[config.mk]
export PLATFORM = sky130hd
export DESIGN_NAME = symctr_clock_irq
export DESIGN_NICKNAME = d
export VERILOG_FILES = /design/src/verilog/symctr_pkg.sv /design/src/verilog/tick_prescaler.sv /design/src/verilog/symctr_clock_irq.sv
export VERILOG_INCLUDE_DIRS = /design/src /design/src/verilog
export SDC_FILE = /design/constraint.sdc
export NUM_CORES = 1
export LEC_CHECK = 0
export BUFFER_PORTS_ARGS = -buffer_cell sky130_fd_sc_hd__buf_2
export CORE_MARGIN = 5
export CORE_UTILIZATION = 40
export CTS_CLUSTER_SIZE = 24
export DETAILED_ROUTE_END_ITERATION = 8
export RECOVER_POWER = 25
export SETUP_SLACK_MARGIN = 0.15
export SLEW_MARGIN = 5
export SYNTH_ARGS = -nofsm -noshare
export SYNTH_HDL_FRONTEND = slang
export SYNTH_SLANG_ARGS = --single-unit
[constraint.sdc]
create_clock -name clk_i -period 4.4 [get_ports clk_i]
set_input_delay 0.88 -clock clk_i [delete_from_list [all_inputs] [get_ports clk_i]]
set_output_delay 0.88 -clock clk_i [all_outputs]
set_load 0.03 [all_outputs]
[src/verilog/symctr_defines.svh]
`ifndef SYMCTR_DEFINES_SVH
`define SYMCTR_DEFINES_SVH

// register byte addresses
`define SYMCTR_ADDR_W 8
`define SYMCTR_ADDR_CTRL 8'hDD
`define SYMCTR_ADDR_STATUS 8'hDE
`define SYMCTR_ADDR_IRQ_MASK 8'hDF
`define SYMCTR_ADDR_IRQ_STATUS 8'hE0

// control register fields
`define CTRL_BACKOFF_EN_BIT 0
`define CTRL_EXT_CLK_EN_BIT 1
`define CTRL_PRESCALE_LSB 2
`define CTRL_PRESCALE_MSB 4
`define CTRL_CLK_SRC_SEL_BIT 6

// status register fields
`define STATUS_WRITE_PENDING_BIT 0

// interrupt status and mask fields
`define IRQ_COMPARE1_BIT 0
`define IRQ_COMPARE2_BIT 1
`define IRQ_COMPARE3_BIT 2
`define IRQ_OVERFLOW_BIT 3
`define IRQ_BACKOFF_BIT 4
`define IRQ_COUNT 5

// reset values
`define CTRL_RESET 8'h00
`define IRQ_MASK_RESET 5'h00
`define IRQ_STATUS_RESET 5'h00
`define PRESCALE_RESET 3'h0

// timing
`define XTAL_FREQ_KHZ 16000
`define PRESCALE_DIV_MAX 256
`define BACKOFF_SLOT_US 320
`define SYMBOL_PERIOD_US 16
`define BACKOFF_SLOT_SYMBOLS (`BACKOFF_SLOT_US / `SYMBOL_PERIOD_US)

`endif

[src/verilog/symctr_pkg.sv]
package symctr_pkg;

  // one bit per event, ordered as in the status and mask registers
  typedef struct packed {
    logic backoff;
    logic overflow;
    logic compare3;
    logic compare2;
    logic compare1;
  } irq_vec_t;

  typedef struct packed {
    logic clock_source_select;
    logic [2:0] tick_prescale_code;
    logic ext_clock_enable;
    logic backoff_enable;
  } ctrl_t;

  typedef enum logic [1:0] {
    SRC_XTAL,
    SRC_RTC,
    SRC_EXT
  } tick_src_t;

  typedef struct packed {
    logic [7:0] addr;
    logic [7:0] wdata;
    logic wr;
    logic rd;
  } reg_req_t;

endpackage : symctr_pkg

[src/verilog/tick_prescaler.sv]
`timescale 1ns/1ps
`include "symctr_defines.svh"

module tick_prescaler #(
  parameter int DIV_MAX = `PRESCALE_DIV_MAX
) (
  // clock and control
  input wire logic clk_i,
  input wire logic srst_i,
  input wire logic ce_i,
  // transceiver clock cycle pulses and divider code
  input wire logic xtal_pulse_i,
  input wire logic [2:0] code_i,
  // one pulse per divided period
  output logic tick_o
);
  localparam int CNT_W = $clog2(DIV_MAX);

  typedef struct packed {
    logic [CNT_W-1:0] count;
    logic tick;
  } presc_state_t;

  presc_state_t st_r;
  presc_state_t st_nxt;
  logic [CNT_W-1:0] last;

  always_comb begin
    st_nxt = st_r;
    st_nxt.tick = 1'b0;
    // code 7 is not defined; it falls back to the fastest division
    if (code_i == 3'h7) begin
      last = CNT_W'((DIV_MAX >> 6) - 1);
    end else begin
      last = CNT_W'((DIV_MAX >> code_i) - 1);
    end
    if (xtal_pulse_i) begin
      // a larger code taking effect mid-period still ends the period
      if (st_r.count >= last) begin
        st_nxt.count = '0;
        st_nxt.tick = 1'b1;
      end else begin
        st_nxt.count = st_r.count + 1'b1;
      end
    end
  end

  always_ff @(posedge clk_i) begin
    if (srst_i) begin
      st_r <= '0;
    end else if (ce_i) begin
      st_r <= st_nxt;
    end
  end

  assign tick_o = st_r.tick;

endmodule : tick_prescaler

[src/verilog/symctr_clock_irq.sv]
// Implementation choice: the strobed register port.
`timescale 1ns/1ps
`include "symctr_defines.svh"

module symctr_clock_irq #(
  parameter int BACKOFF_SYMBOLS = `BACKOFF_SLOT_SYMBOLS,
  parameter int PRESCALE_DIV_MAX = `PRESCALE_DIV_MAX
) (
  // clock, reset, clock enable
  input wire logic clk_i,
  input wire logic srst_i,
  input wire logic ce_i,
  // register port
  input wire logic [`SYMCTR_ADDR_W-1:0] reg_addr_i,
  input wire logic [7:0] reg_wdata_i,
  input wire logic reg_wr_i,
  input wire logic reg_rd_i,
  output logic [7:0] reg_rdata_o,
  // time bases, all synchronous to clk_i
  input wire logic xtal_pulse_i,
  input wire logic rtc_tick_i,
  input wire logic ext_clock_pin_i,
  input wire logic trx_sleep_i,
  // counter core events
  input wire logic counter_low_write_i,
  input wire logic counter_loaded_i,
  input wire logic counter_wrap_i,
  input wire logic [2:0] compare_match_i,
  // interrupt controller handshake, one pulse per vector entered
  input wire symctr_pkg::irq_vec_t irq_entry_i,
  // symbol tick to the counter core and selected source
  output logic symbol_tick_o,
  output symctr_pkg::tick_src_t tick_src_o,
  // control bits seen by the rest of the counter
  output symctr_pkg::ctrl_t ctrl_o,
  output logic counter_write_pending_o,
  // interrupt requests
  output logic backoff_irq_o,
  output logic overflow_irq_o,
  output logic compare3_irq_o,
  output logic compare2_irq_o,
  output logic compare1_irq_o
);
  import symctr_pkg::*;

  localparam int SLOT_W = $clog2(BACKOFF_SYMBOLS);

  typedef struct packed {
    ctrl_t ctrl;
    irq_vec_t irq_mask;
    irq_vec_t irq_status;
    irq_vec_t irq_req;
    logic write_pending;
    logic [SLOT_W-1:0] slot_count;
    logic ext_pin_prev;
    logic symbol_tick;
    tick_src_t tick_src;
    logic [7:0] rdata;
  } state_t;

  state_t st_r;
  state_t st_nxt;

  reg_req_t req;
  logic presc_tick;
  logic ext_rise;
  logic sel_tick;
  tick_src_t src;
  irq_vec_t events;
  irq_vec_t sw_clear;
  irq_vec_t ack_clear;
  logic [7:0] ctrl_rd;
  logic [7:0] status_rd;
  logic [7:0] mask_rd;
  logic [7:0] irqs_rd;

  assign req = '{addr: reg_addr_i, wdata: reg_wdata_i, wr: reg_wr_i, rd: reg_rd_i};

  tick_prescaler #(
    .DIV_MAX(PRESCALE_DIV_MAX)
  ) u_prescaler (
    .clk_i(clk_i),
    .srst_i(srst_i),
    .ce_i(ce_i),
    .xtal_pulse_i(xtal_pulse_i),
    .code_i(st_r.ctrl.tick_prescale_code),
    .tick_o(presc_tick)
  );

  // the pin is taken as synchronous, so a plain edge detector suffices;
  // it needs the pin no faster than half of clk_i to see every edge
  assign ext_rise = ext_clock_pin_i & ~st_r.ext_pin_prev;

  // source choice: external wins outright, then RTC by select or sleep
  always_comb begin
    if (st_r.ctrl.ext_clock_enable) begin
      src = SRC_EXT;
    end else if (st_r.ctrl.clock_source_select) begin
      src = SRC_RTC;
    end else if (trx_sleep_i) begin
      src = SRC_RTC;
    end else begin
      src = SRC_XTAL;
    end
  end

  always_comb begin
    unique case (src)
      SRC_EXT: begin
        sel_tick = ext_rise;
      end
      SRC_RTC: begin
        sel_tick = rtc_tick_i;
      end
      SRC_XTAL: begin
        sel_tick = presc_tick;
      end
      default: begin
        sel_tick = 1'b0;
      end
    endcase
  end

  // event sources, one bit each in status order
  always_comb begin
    events = '0;
    events.compare1 = compare_match_i[0];
    events.compare2 = compare_match_i[1];
    events.compare3 = compare_match_i[2];
    events.overflow = counter_wrap_i;
    events.backoff = 1'b0;
    if (st_r.ctrl.backoff_enable && sel_tick) begin
      if (st_r.slot_count == SLOT_W'(BACKOFF_SYMBOLS - 1)) begin
        events.backoff = 1'b1;
      end
    end
  end

  // clears from software writes of one and from vector entry
  always_comb begin
    sw_clear = '0;
    if (req.wr && req.addr == `SYMCTR_ADDR_IRQ_STATUS) begin
      sw_clear = irq_vec_t'(req.wdata[`IRQ_COUNT-1:0]);
    end
    ack_clear = irq_entry_i & st_r.irq_req;
  end

  // read views; reserved bits read as zero
  always_comb begin
    ctrl_rd = 8'h00;
    ctrl_rd[`CTRL_BACKOFF_EN_BIT] = st_r.ctrl.backoff_enable;
    ctrl_rd[`CTRL_EXT_CLK_EN_BIT] = st_r.ctrl.ext_clock_enable;
    ctrl_rd[`CTRL_PRESCALE_MSB:`CTRL_PRESCALE_LSB] = st_r.ctrl.tick_prescale_code;
    ctrl_rd[`CTRL_CLK_SRC_SEL_BIT] = st_r.ctrl.clock_source_select;
    status_rd = 8'h00;
    status_rd[`STATUS_WRITE_PENDING_BIT] = st_r.write_pending;
    mask_rd = {3'h0, st_r.irq_mask};
    irqs_rd = {3'h0, st_r.irq_status};
  end

  always_comb begin
    st_nxt = st_r;
    st_nxt.ext_pin_prev = ext_clock_pin_i;
    st_nxt.symbol_tick = sel_tick;
    st_nxt.tick_src = src;

    // register writes; reserved positions are dropped
    if (req.wr) begin
      unique case (req.addr)
        `SYMCTR_ADDR_CTRL: begin
          st_nxt.ctrl.backoff_enable = req.wdata[`CTRL_BACKOFF_EN_BIT];
          st_nxt.ctrl.ext_clock_enable = req.wdata[`CTRL_EXT_CLK_EN_BIT];
          st_nxt.ctrl.tick_prescale_code = req.wdata[`CTRL_PRESCALE_MSB:`CTRL_PRESCALE_LSB];
          st_nxt.ctrl.clock_source_select = req.wdata[`CTRL_CLK_SRC_SEL_BIT];
        end
        `SYMCTR_ADDR_IRQ_MASK: begin
          st_nxt.irq_mask = irq_vec_t'(req.wdata[`IRQ_COUNT-1:0]);
        end
        default: begin
        end
      endcase
    end

    // backoff slot counter only runs while enabled, restarts on enable
    if (!st_r.ctrl.backoff_enable) begin
      st_nxt.slot_count = '0;
    end else if (sel_tick) begin
      if (st_r.slot_count == SLOT_W'(BACKOFF_SYMBOLS - 1)) begin
        st_nxt.slot_count = '0;
      end else begin
        st_nxt.slot_count = st_r.slot_count + 1'b1;
      end
    end

    // pending write: a new low-byte write in the load cycle keeps it set
    if (counter_low_write_i) begin
      st_nxt.write_pending = 1'b1;
    end else if (counter_loaded_i) begin
      st_nxt.write_pending = 1'b0;
    end

    // events always land in status, mask or not; set beats clear
    st_nxt.irq_status = (st_r.irq_status & ~(sw_clear | ack_clear)) | events;

    // request follows next status and mask, so enabling a set flag fires
    st_nxt.irq_req = st_nxt.irq_status & st_nxt.irq_mask;

    // read data stands for the one cycle after the strobe only
    st_nxt.rdata = 8'h00;
    if (req.rd) begin
      unique case (req.addr)
        `SYMCTR_ADDR_CTRL: begin
          st_nxt.rdata = ctrl_rd;
        end
        `SYMCTR_ADDR_STATUS: begin
          st_nxt.rdata = status_rd;
        end
        `SYMCTR_ADDR_IRQ_MASK: begin
          st_nxt.rdata = mask_rd;
        end
        `SYMCTR_ADDR_IRQ_STATUS: begin
          st_nxt.rdata = irqs_rd;
        end
        default: begin
          st_nxt.rdata = 8'h00;
        end
      endcase
    end
  end

  always_ff @(posedge clk_i) begin
    if (srst_i) begin
      st_r <= '0;
      st_r.ctrl.tick_prescale_code <= `PRESCALE_RESET;
      st_r.irq_mask <= `IRQ_MASK_RESET;
      st_r.irq_status <= `IRQ_STATUS_RESET;
      st_r.tick_src <= SRC_XTAL;
    end else if (ce_i) begin
      st_r <= st_nxt;
    end
  end

  // outputs straight from the state register
  assign reg_rdata_o = st_r.rdata;
  assign symbol_tick_o = st_r.symbol_tick;
  assign tick_src_o = st_r.tick_src;
  assign ctrl_o = st_r.ctrl;
  assign counter_write_pending_o = st_r.write_pending;
  assign backoff_irq_o = st_r.irq_req.backoff;
  assign overflow_irq_o = st_r.irq_req.overflow;
  assign compare3_irq_o = st_r.irq_req.compare3;
  assign compare2_irq_o = st_r.irq_req.compare2;
  assign compare1_irq_o = st_r.irq_req.compare1;

endmodule : symctr_clock_irq

==> reports/summary.txt <==
DRT iter0 DRCs: 103
Worst-case clock buffer depth: 2
Clk_lat worst skew: 0.29 ns
Measured slew at the worst slew-check pin: 1.77 ns
DR vias/cell: 5.20
Antenna-violating nets left: 0
DRC: 0
Synth Warn #: 0
DIE AREA: 7840 um^2
Die span in y: 88.5 um
Crit Path Class: in2reg
Mux share of post-synthesis cell area: 8.93%
Setup Skew: 0.00637 ns
Simple-gate portion of the synthesized area: 22.9%
CTS H-tree depth: 2
Cell row count: 28
Fillers: 638
Synth Area in XOR/XNOR: 2.49%
CP Max Fanout: 39
Total iterations of the first detailed-routing run: 4
RSZ-0062 raised after global routing: false
Largest family of logic cells by synthesized area: simple AND/OR/NAND/NOR gates
Outcome: finished with violations
Root Driver: clkbuf_8
Syn avg cell area: 8.42 um^2
Max Cap Viol: 1
Area grow syn2layout: 11.5%
CP Capture Type: flop
Initial Util: 41.4%
Worst relative slew slack: -18.1%
WL final: 5890 um
Hold_buf cts: 0
Core area: 5960 um^2
Nets@finish: 374
Initial antenna violation count: 0
Post-Syn Instances: 293
Clock sinks: 46
CTS tree: built
FFs w/ async S/R, synth: 0%
Hold crit path type: reg2reg
Seq/Total Area, Yosys: 37.3%
Final Setup Violations: 0
TNS Setup: 0 ns
Post CTS Setup Buffer Count: 0
Drt wl/cell: 14.6 um
Largest net degree at the start of global routing: 40
Layout cell share with drive strength beyond 1: 17.0%
Peak Freq: 0.375 GHz
EDFF count, synth: 0
Crit start category: primary input
Die Width: 88.5 um
Failing checks: capacitance limit, slew limit
# diodes: 0
Adder-cell share of the synthesized area: 4.06%
Vias in the first global route: 2031
Pwr/cell area: 279 nW/um^2
CP arrival: 2.84 ns
Fin crit share: 60.6%
Routed vias: 2101
Max-slew violation total from the final report: 40
Post-synth design cell area: 2470 um^2
Leak: 0.00116 uW
CTS buffer count: 5
Ys flop type: dfxtp_1
Worst ir drop on vdd: 0.203 mV
Worst-path clk slew: 0.08 ns
Global-route wire length before repair: 9580 um
PostCTS Resize Cnt: 0
Final Hold Fails: 0
Hpwl dp: 4210 um
Compound-cell area share of the yosys netlist: 16.3%
Routability Congestion: 0.776
Overflow after GRT: 0
Min Tclk post-route: 2.67 ns
IO buf count: 54
Post-synth cell types: 49
Final Total Pwr: 766 uW
All-Layer GR Usage: 15.6%
IO Count: 59
Crit path required time: 4.57 ns
Seq cells post-synth: 46
[kinds of logic (layout without fill, tap and decap cells)]
| logic type | after synthesis | after routing |
|---|---|---|
| and+or+nand+nor | 115 | 115 |
| muxes | 22 | 22 |
| other | 1 | 2 |
| adders and majority gates | 8 | 8 |
| xor gates and xnor gates | 7 | 7 |
| buffers and inverters | 35 | 70 |
| DFF | 46 | 46 |
| AOI/OAI and AO/OA | 59 | 59 |
[placed cells by master, fill, tap and decap left out, types with 2 or more instances in the layout]
cell type	synthesis	final
nand2b_1	3	3
nor2b_1	4	4
mux2i_1	22	22
clkbuf_1	7	12
a211oi_1	3	3
a22o_1	3	3
and3_1	2	2
o311ai_0	4	4
conb_1	1	2
nand3_1	7	7
or4_1	3	3
inv_1	8	8
nand2_1	35	35
xor2_1	6	6
and2_1	4	4
a22oi_1	4	4
nor2_1	38	38
o21ai_0	8	8
dfxtp_1	46	46
buf_2	1	42
ha_1	8	8
nand4_1	4	4
a2bb2oi_1	4	4
a21o_1	7	7
a21oi_1	18	18
nor3_1	2	2
or3_1	3	3
clkbuf_8	0	6
[stage by stage]
| stage | instances | util (%) | hold slack, ns | setup slack (ns) | area [um^2] |
|---|---|---|---|---|---|
| floorplan | 294 | - | 0.436 | 2.14 | 2470 |
| global placement | 398 | 45.0 | 0.447 | 1.80 | 2680 |
| detailed placement | 398 | 45.0 | 0.452 | 1.81 | 2680 |
| CTS | 404 | 46.4 | 0.466 | 2.11 | 2770 |
| global route | 404 | 46.2 | 0.493 | 1.59 | 2750 |
| finish | 404 | 46.2 | 0.468 | 1.73 | 2750 |
[cell type report]
class	instances	area, um^2	share of cell area (%)
repair buffers	55	263	9.55
well taps	75	93.8	3.41
flip-flops and latches	46	921	33.5
inverters	9	33.8	1.23
multi-input cells	213	1360	49.3
clock buffers	6	82.6	3.00
[synthesized netlist by cell type, types with 2 or more instances]
cell type	instances	area, um^2
a21oi_1	18	90.1
nand2_1	35	131
nand4_1	4	25.0
or3_1	3	18.8
and2_1	4	25.0
xor2_1	6	52.6
nor3_1	2	10.0
buf_4	16	120
a22o_1	3	26.3
a2bb2oi_1	4	35.0
o311ai_0	4	35.0
mux2i_1	22	220
inv_1	8	30.0
a22oi_1	4	30.0
a21o_1	7	52.6
o21ai_0	8	40.0
nor2b_1	4	25.0
a211oi_1	3	22.5
nand3_1	7	35.0
buf_1	2	7.51
or4_1	3	22.5
clkbuf_1	7	26.3
ha_1	8	100
dfxtp_1	46	921
nand2b_1	3	18.8
nor2_1	38	143
and3_1	2	12.5
[power breakdown]
group / internal (uW) / total [uW] / switching (uW)
clock: 121 / 253 / 132
sequential: 426 / 435 / 9.48
combinational: 30.6 / 77.5 / 47.0
[sequential cells by signal, indices dropped and copies added, names as in the netlist, 2 cells and up]
| signal | count |
|---|---|
| tick_src_o | 2 |
| u_prescaler.st_r | 8 |
| ctrl_o | 6 |
| reg_rdata_o | 6 |
| st_r | 6 |
| irqs_rd | 5 |
| mask_rd | 5 |
[final timing paths]
path | start | endpoint | slack (ns) | cells past startpoint
max | srst_i | u_prescaler.st_r[8]$_SDFFE_PP0P_ | 1.73 | 4
min | reg_rdata_o[2]$_SDFFE_PP0P_ | reg_rdata_o[2]$_SDFFE_PP0P_ | 0.47 | 2
max reg2reg | ctrl_o[1]$_SDFFE_PP0P_ | st_r[15]$_SDFFE_PP0P_ | 2.51 | 5
min reg2reg | reg_rdata_o[2]$_SDFFE_PP0P_ | reg_rdata_o[2]$_SDFFE_PP0P_ | 0.47 | 2
[worst max-delay path, cell delays in order]
cell	delay, ns
clkbuf_1	1.24
or2_2	0.29
o31a_1	0.33
nor2_1	0.09
[routing by layer]
layer / vias up / global-route usage, % / wire length [um]
met4: 0 / 3.71 / 43
li1: 1081 / - / -
met1: 955 / 20.5 / 2700
met5: - / 0 / 0
met3: 4 / 3.72 / 429
met2: 61 / 25.9 / 2720
Power figures use the tool's default switching activity.
